===== src/inc/ata_cfg_pkg.sv =====
// Purpose: shared constants for the ata configuration command pair
// Assumes: 20 MHz clock, task-file registers byte wide
// Notes: command codes, feature codes and timing counts
package ata_cfg_pkg;
  // ****************************************************
  // command and feature codes
  // ****************************************************
  localparam logic [7:0] CMD_READ_NATIVE_MAX = 8'hf8;
  localparam logic [7:0] CMD_SET_MAX = 8'hf9;
  localparam logic [7:0] CMD_SET_MULTIPLE = 8'hc6;
  localparam logic [7:0] CMD_SLEEP_A = 8'h99;
  localparam logic [7:0] CMD_SLEEP_B = 8'he6;
  localparam logic [7:0] CMD_SMART = 8'hb0;
  localparam logic [7:0] FEAT_SET_MAX_ADDR = 8'h00;
  localparam logic [7:0] FEAT_SET_PASSWORD = 8'h01;
  localparam logic [7:0] FEAT_LOCK = 8'h02;
  localparam logic [7:0] FEAT_UNLOCK = 8'h03;
  localparam logic [7:0] FEAT_FREEZE = 8'h04;
  localparam logic [7:0] SMART_KEY_HI = 8'hc2;
  localparam logic [7:0] SMART_KEY_LO = 8'h4f;
  // ****************************************************
  // field positions
  // ****************************************************
  localparam int LBA_MODE_BIT = 6;
  localparam int DRIVE_SEL_BIT = 4;
  localparam int KEEP_BIT = 0;
  localparam int IDENT_SMART_WORD = 82;
  localparam int IDENT_SMART_BIT = 0;
  localparam logic [7:0] ERR_ABORT = 8'h04;
  // ****************************************************
  // timing
  // ****************************************************
  localparam int CLK_HZ = 20000000;
  localparam int TICK_MS = 5;
  localparam int TICK_CYCLES = CLK_HZ / 1000 * TICK_MS;
  localparam int IDLE_MS = 20;
  localparam int IDLE_TICKS = IDLE_MS / TICK_MS;
  localparam logic [27:0] NATIVE_MAX_DEFAULT = 28'hfffffff;
  localparam logic [7:0] MULT_MAX_DEFAULT = 8'h10;
endpackage : ata_cfg_pkg


===== src/inc/ata_taskfile_if.sv =====
// Purpose: task-file link between host controller and device
// Assumes: same clock on both ends
// Notes: one command per strobe, answer on done pulse
`timescale 1ns/1ps
interface ata_taskfile_if;
  logic [7:0] command;
  logic [7:0] features;
  logic [7:0] sector_count;
  logic [7:0] sector_number;
  logic [7:0] cyl_low;
  logic [7:0] cyl_high;
  logic [7:0] drive_head;
  logic cmd_strobe;
  logic busy_flag;
  logic device_ready_flag;
  logic error_flag;
  logic [7:0] error_reg;
  logic [7:0] sector_count_out;
  logic [7:0] cyl_low_out;
  logic [7:0] cyl_high_out;
  logic [7:0] sector_number_out;
  logic [7:0] drive_head_out;
  logic irq;
  logic done;
  modport device (
    input command, features, sector_count, sector_number, cyl_low,
    input cyl_high, drive_head, cmd_strobe,
    output busy_flag, device_ready_flag, error_flag, error_reg,
    output sector_count_out, cyl_low_out, cyl_high_out,
    output sector_number_out, drive_head_out, irq, done
  );
  modport host (
    output command, features, sector_count, sector_number, cyl_low,
    output cyl_high, drive_head, cmd_strobe,
    input busy_flag, device_ready_flag, error_flag, error_reg,
    input sector_count_out, cyl_low_out, cyl_high_out,
    input sector_number_out, drive_head_out, irq, done
  );
endinterface : ata_taskfile_if


===== src/core/ata_tick_div.sv =====
// Purpose: one-cycle enable every tick period
// Assumes: single clock, synchronous reset
// Notes: restarts on clear
`timescale 1ns/1ps
module ata_tick_div #(
  parameter int CYCLES = ata_cfg_pkg::TICK_CYCLES
) (
  input wire logic I_CLK,
  input wire logic I_RST,
  input wire logic i_clear,
  output logic o_tick
);
  import ata_cfg_pkg::*;
  typedef struct packed {
    logic [31:0] cnt;
    logic tick;
  } div_s;
  div_s st_reg;
  div_s st_next;
  always_comb begin
    st_next = st_reg;
    st_next.tick = 1'b0;
    if (i_clear) begin
      st_next.cnt = '0;
    end else if (st_reg.cnt == 32'(CYCLES - 1)) begin
      st_next.cnt = '0;
      st_next.tick = 1'b1;
    end else begin
      st_next.cnt = st_reg.cnt + 32'h1;
    end
  end
  always_ff @(posedge I_CLK) begin
    if (I_RST) begin
      st_reg <= '0;
    end else begin
      st_reg <= st_next;
    end
  end
  assign o_tick = st_reg.tick;
endmodule : ata_tick_div


===== src/core/ata_cfg_device.sv =====
// Purpose: device end handling five ata configuration commands
// Assumes: host keeps the task file steady while the strobe is high
// Notes: non-volatile limit is held in a register beyond hardware reset
//
// Behaviour
// - set-max command replaces highest address
// - 28-bit limit from head, cylinders and sector number
// - host sets lba bit for set-max
// - set-max needs ready and read-native before
// - sector count bit zero selects persistence
// - feature selects password, lock, unlock, freeze
// - second non-volatile set-max after reset aborts
// - host selects drive via drive-select bit
// - set-multiple raises busy, checks sector count
// - valid count stored, multiple commands enabled
// - unsupported count aborts, disables multiple
// - zero count disables multiple, no error
// - multiple disabled after power-on
// - sleep command: busy, sleep, clear, interrupt
// - any new command wakes device
// - idle timer 20 ms, 5 ms ticks
// - identify word 82 bit 0 reports smart
`timescale 1ns/1ps
module ata_cfg_device #(
  parameter int TICK_LEN = ata_cfg_pkg::TICK_CYCLES,
  parameter int IDLE_LEN = ata_cfg_pkg::IDLE_TICKS,
  parameter logic [27:0] NATIVE_MAX = ata_cfg_pkg::NATIVE_MAX_DEFAULT,
  parameter logic [7:0] MULT_MAX = ata_cfg_pkg::MULT_MAX_DEFAULT,
  parameter logic DRIVE_ID = 1'b0
) (
  input wire logic I_CLK,
  input wire logic I_RST,
  input wire logic I_POWER_ON,
  ata_taskfile_if.device tf,
  input wire logic [7:0] I_IDENT_WORD,
  output logic [15:0] O_IDENT_DATA,
  output logic [27:0] O_MAX_LBA,
  output logic O_SLEEPING,
  output logic O_MULT_EN,
  output logic [7:0] O_MULT_COUNT,
  output logic O_FROZEN
);
  import ata_cfg_pkg::*;
  typedef enum logic [1:0] {S_IDLE, S_EXEC, S_DONE} state_e;
  typedef struct packed {
    state_e state;
    logic [7:0] cmd;
    logic [7:0] feat;
    logic [7:0] scnt;
    logic [27:0] lba;
    logic sel;
    logic prev_native;
    logic [27:0] cur_max;
    logic [27:0] nv_max;
    logic nv_done;
    logic locked;
    logic frozen;
    logic [7:0] password;
    logic mult_en;
    logic [7:0] mult_cnt;
    logic sleeping;
    logic [3:0] idle_cnt;
    logic busy;
    logic ready;
    logic err;
    logic [7:0] err_reg;
    logic irq;
    logic done;
    logic [27:0] ret_lba;
    logic [15:0] ident;
  } dev_s;
  dev_s st_reg;
  dev_s st_next;
  logic tick;
  logic strobe_me;

  function automatic logic mult_ok(input logic [7:0] n, input logic [7:0] m);
    mult_ok = (n <= m) && ((n & (n - 8'h1)) == 8'h0);
  endfunction : mult_ok

  ata_tick_div #(.CYCLES(TICK_LEN)) u_div (
    .I_CLK(I_CLK),
    .I_RST(I_RST),
    .i_clear(strobe_me),
    .o_tick(tick)
  );

  assign strobe_me = tf.cmd_strobe &&
    (tf.drive_head[DRIVE_SEL_BIT] == DRIVE_ID);

  // ****************************************************
  // command engine
  // ****************************************************
  always_comb begin
    st_next = st_reg;
    st_next.irq = 1'b0;
    st_next.done = 1'b0;
    if (!st_reg.sleeping && st_reg.state == S_IDLE && tick) begin
      if (st_reg.idle_cnt == 4'(IDLE_LEN - 1)) begin
        st_next.sleeping = 1'b1;
        st_next.idle_cnt = '0;
      end else begin
        st_next.idle_cnt = st_reg.idle_cnt + 4'h1;
      end
    end
    st_next.ident = '0;
    if (I_IDENT_WORD == 8'(IDENT_SMART_WORD)) begin
      st_next.ident[IDENT_SMART_BIT] = 1'b1;
    end
    case (st_reg.state)
      S_IDLE: begin
        if (strobe_me) begin
          st_next.sleeping = 1'b0;
          st_next.idle_cnt = '0;
          st_next.cmd = tf.command;
          st_next.feat = tf.features;
          st_next.scnt = tf.sector_count;
          st_next.lba = {tf.drive_head[3:0], tf.cyl_high, tf.cyl_low,
                         tf.sector_number};
          st_next.sel = tf.drive_head[LBA_MODE_BIT];
          st_next.busy = 1'b1;
          st_next.err = 1'b0;
          st_next.err_reg = '0;
          st_next.state = S_EXEC;
        end
      end
      S_EXEC: begin
        st_next.state = S_DONE;
        st_next.prev_native = 1'b0;
        case (st_reg.cmd)
          CMD_READ_NATIVE_MAX: begin
            st_next.ret_lba = NATIVE_MAX;
            st_next.prev_native = 1'b1;
          end
          CMD_SET_MAX: begin
            if (!st_reg.prev_native || !st_reg.sel) begin
              st_next.err = 1'b1;
            end else begin
              case (st_reg.feat)
                FEAT_SET_MAX_ADDR: begin
                  if (st_reg.frozen || st_reg.locked) begin
                    st_next.err = 1'b1;
                  end else if (st_reg.scnt[KEEP_BIT]) begin
                    if (st_reg.nv_done) begin
                      st_next.err = 1'b1;
                    end else begin
                      st_next.cur_max = st_reg.lba;
                      st_next.nv_max = st_reg.lba;
                      st_next.nv_done = 1'b1;
                    end
                  end else begin
                    st_next.cur_max = st_reg.lba;
                  end
                end
                FEAT_SET_PASSWORD: begin
                  if (st_reg.frozen) begin
                    st_next.err = 1'b1;
                  end else begin
                    st_next.password = st_reg.lba[7:0];
                  end
                end
                FEAT_LOCK: begin
                  if (st_reg.frozen) st_next.err = 1'b1;
                  else st_next.locked = 1'b1;
                end
                FEAT_UNLOCK: begin
                  if (st_reg.frozen ||
                      st_reg.lba[7:0] != st_reg.password) begin
                    st_next.err = 1'b1;
                  end else begin
                    st_next.locked = 1'b0;
                  end
                end
                FEAT_FREEZE: begin
                  if (st_reg.locked) st_next.frozen = 1'b1;
                  else st_next.err = 1'b1;
                end
                default: st_next.err = 1'b1;
              endcase
            end
          end
          CMD_SET_MULTIPLE: begin
            if (st_reg.scnt == 8'h0) begin
              st_next.mult_en = 1'b0;
            end else if (mult_ok(st_reg.scnt, MULT_MAX)) begin
              st_next.mult_en = 1'b1;
              st_next.mult_cnt = st_reg.scnt;
            end else begin
              st_next.mult_en = 1'b0;
              st_next.err = 1'b1;
            end
          end
          CMD_SLEEP_A, CMD_SLEEP_B: begin
            st_next.sleeping = 1'b1;
          end
          CMD_SMART: begin
            if (st_reg.lba[23:16] != SMART_KEY_HI ||
                st_reg.lba[15:8] != SMART_KEY_LO) begin
              st_next.err = 1'b1;
            end
          end
          default: st_next.err = 1'b1;
        endcase
        if (st_next.err) st_next.err_reg = ERR_ABORT;
      end
      S_DONE: begin
        st_next.busy = 1'b0;
        st_next.irq = 1'b1;
        st_next.done = 1'b1;
        st_next.state = S_IDLE;
      end
      default: st_next.state = S_IDLE;
    endcase
    st_next.ready = !st_next.busy;
  end

  // ****************************************************
  // state register
  // ****************************************************
  always_ff @(posedge I_CLK) begin
    if (I_POWER_ON) begin
      st_reg <= '0;
      st_reg.cur_max <= NATIVE_MAX;
      st_reg.nv_max <= NATIVE_MAX;
      st_reg.ready <= 1'b1;
      st_reg.state <= S_IDLE;
    end else if (I_RST) begin
      st_reg <= '0;
      st_reg.cur_max <= st_reg.nv_max;
      st_reg.frozen <= st_reg.frozen;
      st_reg.ready <= 1'b1;
      st_reg.nv_max <= st_reg.nv_max;
      st_reg.password <= st_reg.password;
      st_reg.state <= S_IDLE;
    end else begin
      st_reg <= st_next;
    end
  end

  assign tf.busy_flag = st_reg.busy;
  assign tf.device_ready_flag = st_reg.ready;
  assign tf.error_flag = st_reg.err;
  assign tf.error_reg = st_reg.err_reg;
  assign tf.sector_count_out = st_reg.scnt;
  assign tf.sector_number_out = st_reg.ret_lba[7:0];
  assign tf.cyl_low_out = st_reg.ret_lba[15:8];
  assign tf.cyl_high_out = st_reg.ret_lba[23:16];
  assign tf.drive_head_out = {4'h0, st_reg.ret_lba[27:24]};
  assign tf.irq = st_reg.irq;
  assign tf.done = st_reg.done;
  assign O_IDENT_DATA = st_reg.ident;
  assign O_MAX_LBA = st_reg.cur_max;
  assign O_SLEEPING = st_reg.sleeping;
  assign O_MULT_EN = st_reg.mult_en;
  assign O_MULT_COUNT = st_reg.mult_cnt;
  assign O_FROZEN = st_reg.frozen;
endmodule : ata_cfg_device


===== src/flat_wrapper.sv =====
// flat-port wrapper written by rule: the top's interface ports become plain ports
module ata_cfg_device_flat import ata_cfg_pkg::*;
#(
  parameter int TICK_LEN = ata_cfg_pkg::TICK_CYCLES,
  parameter int IDLE_LEN = ata_cfg_pkg::IDLE_TICKS,
  parameter logic [27:0] NATIVE_MAX = ata_cfg_pkg::NATIVE_MAX_DEFAULT,
  parameter logic [7:0] MULT_MAX = ata_cfg_pkg::MULT_MAX_DEFAULT,
  parameter logic DRIVE_ID = 1'b0
)
  (I_CLK, I_RST, I_POWER_ON, I_IDENT_WORD, O_IDENT_DATA, O_MAX_LBA, O_SLEEPING, O_MULT_EN, O_MULT_COUNT, O_FROZEN, tf_command, tf_features, tf_sector_count, tf_sector_number, tf_cyl_low, tf_cyl_high, tf_drive_head, tf_cmd_strobe, tf_busy_flag, tf_device_ready_flag, tf_error_flag, tf_error_reg, tf_sector_count_out, tf_cyl_low_out, tf_cyl_high_out, tf_sector_number_out, tf_drive_head_out, tf_irq, tf_done);
  ata_taskfile_if tf_i ();
  input wire logic I_CLK;
  input wire logic I_RST;
  input wire logic I_POWER_ON;
  input wire logic [7:0] I_IDENT_WORD;
  output logic [15:0] O_IDENT_DATA;
  output logic [27:0] O_MAX_LBA;
  output logic O_SLEEPING;
  output logic O_MULT_EN;
  output logic [7:0] O_MULT_COUNT;
  output logic O_FROZEN;
  input wire logic [$bits(tf_i.command)-1:0] tf_command;
  input wire logic [$bits(tf_i.features)-1:0] tf_features;
  input wire logic [$bits(tf_i.sector_count)-1:0] tf_sector_count;
  input wire logic [$bits(tf_i.sector_number)-1:0] tf_sector_number;
  input wire logic [$bits(tf_i.cyl_low)-1:0] tf_cyl_low;
  input wire logic [$bits(tf_i.cyl_high)-1:0] tf_cyl_high;
  input wire logic [$bits(tf_i.drive_head)-1:0] tf_drive_head;
  input wire logic [$bits(tf_i.cmd_strobe)-1:0] tf_cmd_strobe;
  output wire logic [$bits(tf_i.busy_flag)-1:0] tf_busy_flag;
  output wire logic [$bits(tf_i.device_ready_flag)-1:0] tf_device_ready_flag;
  output wire logic [$bits(tf_i.error_flag)-1:0] tf_error_flag;
  output wire logic [$bits(tf_i.error_reg)-1:0] tf_error_reg;
  output wire logic [$bits(tf_i.sector_count_out)-1:0] tf_sector_count_out;
  output wire logic [$bits(tf_i.cyl_low_out)-1:0] tf_cyl_low_out;
  output wire logic [$bits(tf_i.cyl_high_out)-1:0] tf_cyl_high_out;
  output wire logic [$bits(tf_i.sector_number_out)-1:0] tf_sector_number_out;
  output wire logic [$bits(tf_i.drive_head_out)-1:0] tf_drive_head_out;
  output wire logic [$bits(tf_i.irq)-1:0] tf_irq;
  output wire logic [$bits(tf_i.done)-1:0] tf_done;
  assign tf_i.command = tf_command;
  assign tf_i.features = tf_features;
  assign tf_i.sector_count = tf_sector_count;
  assign tf_i.sector_number = tf_sector_number;
  assign tf_i.cyl_low = tf_cyl_low;
  assign tf_i.cyl_high = tf_cyl_high;
  assign tf_i.drive_head = tf_drive_head;
  assign tf_i.cmd_strobe = tf_cmd_strobe;
  assign tf_busy_flag = tf_i.busy_flag;
  assign tf_device_ready_flag = tf_i.device_ready_flag;
  assign tf_error_flag = tf_i.error_flag;
  assign tf_error_reg = tf_i.error_reg;
  assign tf_sector_count_out = tf_i.sector_count_out;
  assign tf_cyl_low_out = tf_i.cyl_low_out;
  assign tf_cyl_high_out = tf_i.cyl_high_out;
  assign tf_sector_number_out = tf_i.sector_number_out;
  assign tf_drive_head_out = tf_i.drive_head_out;
  assign tf_irq = tf_i.irq;
  assign tf_done = tf_i.done;
  ata_cfg_device #(.TICK_LEN(TICK_LEN), .IDLE_LEN(IDLE_LEN), .NATIVE_MAX(NATIVE_MAX), .MULT_MAX(MULT_MAX), .DRIVE_ID(DRIVE_ID)) u_core (.I_CLK(I_CLK), .I_RST(I_RST), .I_POWER_ON(I_POWER_ON), .tf(tf_i), .I_IDENT_WORD(I_IDENT_WORD), .O_IDENT_DATA(O_IDENT_DATA), .O_MAX_LBA(O_MAX_LBA), .O_SLEEPING(O_SLEEPING), .O_MULT_EN(O_MULT_EN), .O_MULT_COUNT(O_MULT_COUNT), .O_FROZEN(O_FROZEN));
endmodule

===== config.mk =====
export PLATFORM = sky130hd
export DESIGN_NAME = ata_cfg_device_flat
export DESIGN_NICKNAME = d
export VERILOG_FILES = /design/src/inc/ata_cfg_pkg.sv /design/src/inc/ata_taskfile_if.sv /design/src/core/ata_tick_div.sv /design/src/core/ata_cfg_device.sv /design/src/flat_wrapper.sv
export SDC_FILE = /design/constraint.sdc
export NUM_CORES = 1
export LEC_CHECK = 0
export BUFFER_PORTS_ARGS = -buffer_cell sky130_fd_sc_hd__buf_4
export CELL_PAD_IN_SITES_DETAIL_PLACEMENT = 1
export CELL_PAD_IN_SITES_GLOBAL_PLACEMENT = 2
export CORE_MARGIN = 3
export CORE_UTILIZATION = 29
export CTS_CLUSTER_DIAMETER = 50
export CTS_CLUSTER_SIZE = 8
export DETAILED_ROUTE_END_ITERATION = 8
export PLACE_DENSITY_LB_ADDON = 0.1
export SLEW_MARGIN = 0
export SYNTH_ARGS = -nofsm -noshare
export SYNTH_HDL_FRONTEND = slang
export SYNTH_SLANG_ARGS = --single-unit

===== constraint.sdc =====
create_clock -name I_CLK -period 2.43 [get_ports I_CLK]
set_input_delay 0 -clock I_CLK [delete_from_list [all_inputs] [get_ports I_CLK]]
set_output_delay 0 -clock I_CLK [all_outputs]
set_load 0.005 [all_outputs]

Word-level counts from Yosys, hierarchy flattened --
Cells that the tools add are included.
Word-level totals: bits in registers 200, bits of input ports 68, output and inout port bits 108, word-level logic and storage cells 157
Operators by class: add/subtract/negate cells 3, $lt $le $gt $ge 1, equal/unequal tests 25, muxes and demuxes 53, bitwise logic cells 8, reductions and logical operators 39
Operator list (number):
- 57-bit 2-to-1 mux | 3
- 138-bit 2-to-1 mux | 1
- 67-bit 2-to-1 mux | 2
- 28-bit 2-to-1 mux | 3
- 76-bit 2-to-1 mux | 1
- 55-bit 2-to-1 mux | 1
- 8-bit == test (second input constant) | 6
- 8-bit 2-to-1 mux | 5
- 32-bit by 1-bit adder with 32-bit output (second input constant) | 1
- 32-bit by 17-bit == test with 1-bit output (second input constant) | 1
- 6-bit AND reduction | 5
- 29-bit 2-to-1 mux | 1
- 8-bit zero test | 3
- 1-bit 2-to-1 mux | 22
- 9-bit 2-to-1 mux | 2
- 9-bit case mux with 2 select lines | 1
- 8-bit by 2-bit == test with 1-bit output (second input constant) | 2
- 2-bit != test (second input constant) | 5
- 2-bit nonzero test | 5
- 8-bit bitwise AND | 1
- 8-bit by 1-bit == test with 1-bit output (second input constant) | 1
- 8-bit by 3-bit == test with 1-bit output (second input constant) | 1
- 8-bit by 7-bit == test with 1-bit output (second input constant) | 1
- 8-bit by 5-bit less-or-equal comparator with 1-bit output (second input constant) | 1
- other kinds (28) | 54

Logic depth before layout (Yosys ltp) --
Gate-level depths: netlist of run 1.
word-level depth 11, gate-level depth with buffers 9, depth with buffers taken out 7

Cells and area by module --
A second synthesis of run 1 with hierarchy kept.
Second synthesis, totals: cells, all modules 940, area, all modules 8008.9 µm²
Modules (own cells, without submodules):
- ata_cfg_device | times used 1, cells an instance 758, area an instance 6453.7 µm², seq. area each 2882.8 µm²
- ata_tick_div | times used 1, cells an instance 182, area an instance 1555.2 µm², seq. area each 660.6 µm²

Least setup slack after synthesis of run 1 --
Ideal clock, no wire load.
path type register to register, from register u_core.st_reg[185] (netlist bit), to register u_core.st_reg, in the netlist u_core.O_MAX_LBA[24], library setup time 0.117 ns, data arrival time 2.483 ns, setup slack -0.170 ns, stages on the path, launching flop included 9, clock period less this slack 2.600 ns, cells stage by stage dfxtp_1 or3b_1 or3_1 buf_6 nor4_4 buf_6 mux2_2 mux2i_1 nand2b_1
On the way: word-level cells in the longest chain between the ends 3
Ends and longest elaborated chain:
- start, declared | line ata_cfg_device.sv:72 | dev_s st_reg;
- start signal, assigned | line ata_cfg_device.sv:236 | st_reg <= st_next;
- 8-bit == test | line ata_cfg_device.sv:130 | case (st_reg.cmd)
- 2-bit nonzero test (no source line)
- 6-bit AND reduction (no source line)
No other way between the ends. A chain may end at the register's enable or synchronous reset.

Worst setup path after layout of run 1 --
from register u_core.st_reg[185] (netlist bit), to register u_core.st_reg, in the netlist u_core.O_MAX_LBA[4]
The elaborated chain is that of the path after synthesis.

==> results.py, run 1 <==
metrics = {
    "outcome": {
        "status": "finished clean",
    },
    "sta": {
        "rsz0062_at_grt": "no",
        "tightest_slew_ns": 0.8293,
        "setup_total_negative_slack_ns": 0,
        "fmax_mhz": 430.0,
        "whs_ns": 0.002639,
        "fin_worst_skew_ns": 0.01335,
        "slew_headroom_pct": 44.64,
        "post-route-min-period_ns": 2.325,
        "hold_viol_final": 0,
        "drv_slew": 0,
        "setup_viol": 0,
        "fin_crit_sh_pct": 95.70,
    },
    "grt": {
        "gr-usage-all-layers_pct": 15.19,
        "grt_pass1_vias": 6883,
        "grt.overflow.total": 0,
        "grt_first_pass_wirelength_um": 37380,
        "antenna_found_initial": 0,
        "grt_max_degree": 62,
    },
    "clock_tree": {
        "cts_tree": "yes",
        "htreeDepth": 4,
        "clock_path_buffers": 2,
        "clkTransAtPathRegs_ns": 0.08,
        "clk-insertion-delay-late_ns": 0.43,
        "clock_sinks": 177,
        "root_buffer": "clkbuf_16",
        "cts_made_buffers": 17,
    },
    "route": {
        "routed_via_density": 4.628,
        "dr.first_iter.drc_count": 264,
        "wl_met1_um": 11070,
        "postRouteAntennaNets": 0,
        "wl_met3_um": 880,
        "drc": 0,
        "dr_wl_met2_um": 11250,
        "wl_um": 23510,
        "num_vias": 6697,
        "post_drt_wl_per_cell_um": 16.25,
        "dr.max_layer_used": "met4",
        "dr.pass1.iters": 4,
    },
    "die": {
        "pin_count": 176,
        "die_w_um": 174.5,
        "die_area_um2": 30450,
        "core_area_um2": 27860,
        "start_util_pct": 29.56,
        "row_count": 61,
        "die_h_um": 174.5,
    },
    "layout": {
        "fillers": 3230,
        "n_antenna_cell": 0,
        "layout_common_cells": "176 x dfxtp_1, 170 x buf_4, 132 x nand2_1",
        "multi_input_area_um2": 3777,
        "seqCellArea_um2": 3545,
        "largest_reg_flops": 90,
        "area_delta_synth_final_pct": 26.15,
        "nNetsFinal": 1126,
        "mostFrequentLayoutCell": "dfxtp_1",
        "utilization_pct": 37.29,
        "drive_above_1_share_pct": 23.11,
    },
    "synthesis": {
        "synth-adder-area-share_pct": 0.4255,
        "synth-compound-area-share_pct": 9.163,
        "synthSimpleGateAreaFrac_pct": 22.11,
        "synth_area_per_cell_um2": 8.863,
        "synthMuxAreaShare_pct": 8.935,
        "yosysSeqAreaShare_pct": 43.03,
        "ys_seq_elements": 177,
        "synthFlopType": "dfxtp_1",
        "yosysUniqueCellTypes": 58,
        "ys_warn_count": 0,
        "synth_top_family_by_area": "simple AND/OR/NAND/NOR gates",
        "synth_xor_area_share_pct": 3.829,
        "netlist_instances": 929,
        "synth_edf_count": 0,
        "synthArstFlopShare_pct": 0,
        "synth_area_um2": 8234,
    },
    "worst_setup_path": {
        "critical_path_arrival_ns": 2.65,
        "end_kind": "register",
        "cp_max_fo": 14,
        "worstPathCellList": "or3b_4 > or3_4 > nor4_4 > buf_6 > buf_12 > mux2_2 > mux2i_1 > nand2b_1",
        "required_ns": 2.75,
        "critPathLaunchType": "register",
        "critPathSlowestCell": "or3b_4",
        "cpPeakStageDelay_ns": 0.41,
        "criticalPathCategory": "register to register",
        "crit_buf_inv": 2,
        "crit_family": "simple AND/OR/NAND/NOR gates",
    },
    "pwr": {
        "power_w": 0.006017,
        "p_per_area_nw_per_um2": 579.2,
        "ir_worst_vdd_v": 0.0003761,
        "p_leak_nw": 4.145,
    },
    "min_path": {
        "min_path_type": "input pin to register",
    },
    "placed_design": {
        "port_buffers": 147,
        "hpwl_um": 15380,
        "gp_congestion": 0.7321,
    },
    "flow_run": {
        "drv_cap": 0,
    },
}
stage by stage:
| stage | cell area, um2 | std cells | setup WS (ns) |
|---|---|---|---|
| 3_5_place_dp | 9200 | 1356 | 0.01940 |
| 6_report | 10390 | 1447 | 0.1045 |
| 2_1_floorplan | 8328 | 954 | 0.02466 |
| 5_1_grt | 10390 | 1447 | 0.02447 |
| 4_1_cts | 10350 | 1445 | 0.06819 |
| 3_3_place_gp | 9200 | 1356 | 0.05723 |
path summary, 6_finish.rpt:
| check | start | end | slack, ns | depth (start not counted) |
|---|---|---|---|---|
| worst max-delay path | u_core.st_reg[185] | u_core.O_MAX_LBA[4] | 0.10 | 8 |
| worst min-delay path | tf_drive_head[4] | u_core.u_div.o_tick | 0.003 | 3 |
| worst max register to register | u_core.st_reg[185] | u_core.O_MAX_LBA[4] | 0.10 | 8 |
| worst min register to register | u_core.u_div.st_reg[1] | u_core.u_div.st_reg[1] | 0.46 | 1 |
logic make-up after synthesis:
logic type,after synthesis
buf+inv,163
flops,177
xor+xnor,36
simple gates,362
other cells,1
fa+ha+maj,3
compound gates,117
mux,70
power breakdown:
| part | internal [W] | total (W) | switching [W] |
|---|---|---|---|
| combinational | 0.000198 | 0.000397 | 0.000200 |
| sequential | 0.00292 | 0.00295 | 0.0000260 |
| clock | 0.00141 | 0.00267 | 0.00126 |
| total | 0.00453 | 0.00602 | 0.00148 |
tightest hold or removal path, cell delays in order:
cell and delay, ns:
buf_4 0.08, nor2b_1 0.10, nor3b_1 0.20
area by class of cell:
class,instances,share of cell area (%)
repair buffers,234,19.09
well taps,378,4.553
flip-flops and latches,177,34.12
clock inverters,12,0.9395
clock buffers,20,4.493
inverters,12,0.4336
multi-input cells,614,36.36
layer usage:
metal,track usage (%),vias up
met5,0,-
met4,4.156,0
met3,2.840,18
met2,26.73,135
li1,-,3295
met1,19.04,3249
repair_timing:
action,CTS,global route
endpoints found under the setup margin,3,2
cloned,0,1
hold endpoints to repair,58,0
gates resized for setup,2,3
hold buffers,57,0
setup buffers,0,1
cell usage after synthesis (5+ instances only):
cell type | count | share of area, %
a211o_1 | 29 | 3.1
a21oi_1 | 66 | 4.0
and3_1 | 36 | 2.7
buf_4 | 104 | 9.5
clkbuf_1 | 42 | 1.9
dfxtp_1 | 177 | 43
inv_1 | 12 | 0.55
mux2_2 | 27 | 3.7
mux2i_1 | 42 | 5.1
nand2_1 | 133 | 6.1
nand2b_1 | 33 | 2.5
nand3_1 | 16 | 0.97
nand4_1 | 14 | 1.1
nor2_1 | 66 | 3.0
nor3_1 | 14 | 0.85
nor3b_1 | 6 | 0.55
nor4_1 | 9 | 0.68
o21ai_0 | 5 | 0.30
or3_1 | 7 | 0.53
xnor2_1 | 21 | 2.2
xor2_1 | 15 | 1.6
Note: power is estimated with default switching activity, not from simulation.
==> run 2, diff against run 1 <==
--- a/config.mk
+++ b/config.mk
@@ -15,4 +15,5 @@
 export DETAILED_ROUTE_END_ITERATION = 8
 export PLACE_DENSITY_LB_ADDON = 0.1
+export REMOVE_ABC_BUFFERS = 1
 export SLEW_MARGIN = 0
 export SYNTH_ARGS = -nofsm -noshare
==> constraint.sdc (replaced) <==
create_clock -name I_CLK -period 2.43 [get_ports I_CLK]
set_input_delay 0 -clock I_CLK [delete_from_list [all_inputs] [get_ports I_CLK]]
set_output_delay 0 -clock I_CLK [all_outputs]
set_load 0.1 [all_outputs]
==> results.py, run 2 (same netlist as run 1, synthesis figures left out) <==
metrics = {
    "route": {
        "postRouteAntennaNets": 0,
        "wl_um": 22870,
        "num_vias": 6615,
        "drc": 0,
        "post_drt_wl_per_cell_um": 15.67,
        "routed_via_density": 4.531,
        "dr.pass1.iters": 4,
        "dr.first_iter.drc_count": 190,
    },
    "worst_setup_path": {
        "critical_path_arrival_ns": 2.59,
        "critPathLaunchType": "register",
        "criticalPathCategory": "register to register",
        "end_kind": "register",
        "cp_max_fo": 14,
        "required_ns": 2.75,
    },
    "sta": {
        "hold_viol_final": 0,
        "rsz0062_at_grt": "no",
        "tightest_slew_ns": 0.8140,
        "fmax_mhz": 438.8,
        "slew_headroom_pct": 45.66,
        "worst_slack_ns": 0.1511,
        "fin_worst_skew_ns": 0.01562,
        "setup_viol": 0,
        "drv_slew": 0,
        "fin_crit_sh_pct": 93.78,
        "post-route-min-period_ns": 2.279,
    },
    "placed_design": {
        "gp_congestion": 0.7191,
        "post-place-ws_ns": -0.06999,
        "post-place-cells": 1367,
        "port_buffers": 147,
        "hpwl_um": 15290,
    },
    "layout": {
        "area_delta_synth_final_pct": 27.76,
        "nNetsFinal": 1139,
        "n_antenna_cell": 0,
        "largest_reg_flops": 90,
        "mostFrequentLayoutCell": "buf_4",
        "layout_common_cells": "182 x buf_4, 177 x dfxtp_1, 132 x nand2_1",
        "drive_above_1_share_pct": 23.75,
        "stdcell_count": 1460,
    },
    "grt": {
        "grt_pass1_vias": 6825,
        "gr-usage-all-layers_pct": 15.19,
        "grt.overflow.total": 0,
        "grt_first_pass_wirelength_um": 37340,
        "grt_max_degree": 51,
        "antenna_found_initial": 0,
    },
    "die": {
        "row_count": 61,
        "die_area_um2": 30450,
        "die_w_um": 174.5,
        "die_h_um": 174.5,
        "start_util_pct": 29.56,
        "pin_count": 176,
        "core_area_um2": 27860,
    },
    "outcome": {
        "status": "finished clean",
    },
    "clock_tree": {
        "root_buffer": "clkbuf_16",
        "cts_made_buffers": 17,
        "htreeDepth": 4,
        "clkTransAtPathRegs_ns": 0.07,
        "clock_path_buffers": 2,
        "cts_tree": "yes",
        "clock_sinks": 177,
        "clk-insertion-delay-late_ns": 0.44,
    },
    "pwr": {
        "power_w": 0.006362,
        "p_seq_share_pct": 46.3,
        "sw_frac_of_total_pct": 27.59,
        "p_int_w": 0.004606,
        "ir_worst_vdd_v": 0.0004281,
        "combPwrFrac_pct": 9.6,
        "p_clk_share_pct": 44.1,
        "p_per_area_nw_per_um2": 604.7,
        "p_leak_nw": 4.227,
        "power.switching_w": 0.001755,
    },
    "flow_run": {
        "drv_cap": 0,
    },
    "min_path": {
        "min_path_type": "input pin to register",
    },
}
## run 2: layer usage
layer	share of wire, %	vias to the layer above	track usage [%]	routed length [um]
met3	3.7	14	3.102	844
met4	0.88	0	3.391	201
met5	0	-	0	0
met2	46	125	25.03	10510
met1	49	3147	20.59	11310
li1	-	3329	-	-
## run 2: final cells by class
type	count	area, um2
timing repair buffer	247	2085
fill	3253	17340
clock inverter	14	165.2
inverter	12	45.04
tap	378	473.0
clock buffer	18	429.2
multi-input combinational	614	3780
sequential	177	3543
## run 2: power groups by stage
stage | Sequential (W) | Clock (W) | Combinational [W]
floorplan | 0.00304 | 0 | 0.000293
global placement | 0.00301 | 0 | 0.000542
detailed placement | 0.00301 | 0 | 0.000543
CTS | 0.00295 | 0.00293 | 0.000618
global route | 0.00295 | 0.00305 | 0.000655
finish | 0.00295 | 0.00281 | 0.000609
## run 2: timing repair
item | 4_1_cts | 5_1_grt
setup endpoints to repair | 64 | 50
resized for setup | 1 | 3
pin swaps | 1 | 2
endpoints found under the hold margin | 70 | 0
cloned | 1 | 0
buffers inserted | 1 | 0
hold buffers | 59 | 0
## run 2: path summary, 6_finish.rpt
| check | cells past startpoint | slack (ns) | startpoint | end |
|---|---|---|---|---|
| hold / removal | 3 | 0.1 | tf_cmd_strobe | u_core.u_div.o_tick |
| setup / recovery | 8 | 0.15 | u_core.st_reg[188] | u_core.O_MAX_LBA[1] |
| setup reg to reg | 8 | 0.15 | u_core.st_reg[188] | u_core.O_MAX_LBA[1] |
| hold reg to reg | 2 | 0.46 | u_core.st_reg[181] | u_core.st_reg[181] |
## run 2: per-stage QoR
| step | cell area (um2) | TNS [ns] | hold slack (ns) | utilization (%) |
|---|---|---|---|---|
| global placement | 9285 | -1.325 | 0.2490 | 33.33 |
| detailed placement | 9285 | -2.524 | 0.2570 | 33.33 |
| CTS | 10520 | 0 | 0.09029 | 37.75 |
| finish | 10520 | 0 | 0.09982 | 37.76 |
| global route | 10520 | 0 | 0.1071 | 37.76 |
| floorplan | 7347 | -498.18 | 0.07238 | - |
## run 2: critical path, stage by stage (launching register included)
cell and delay, ns:
dfxtp_1 0.33, or3b_4 0.38, or3_4 0.38, nor4_4 0.14, buf_4 0.20, buf_12 0.18
mux2_2 0.34, mux2i_1 0.12, nand2b_1 0.08
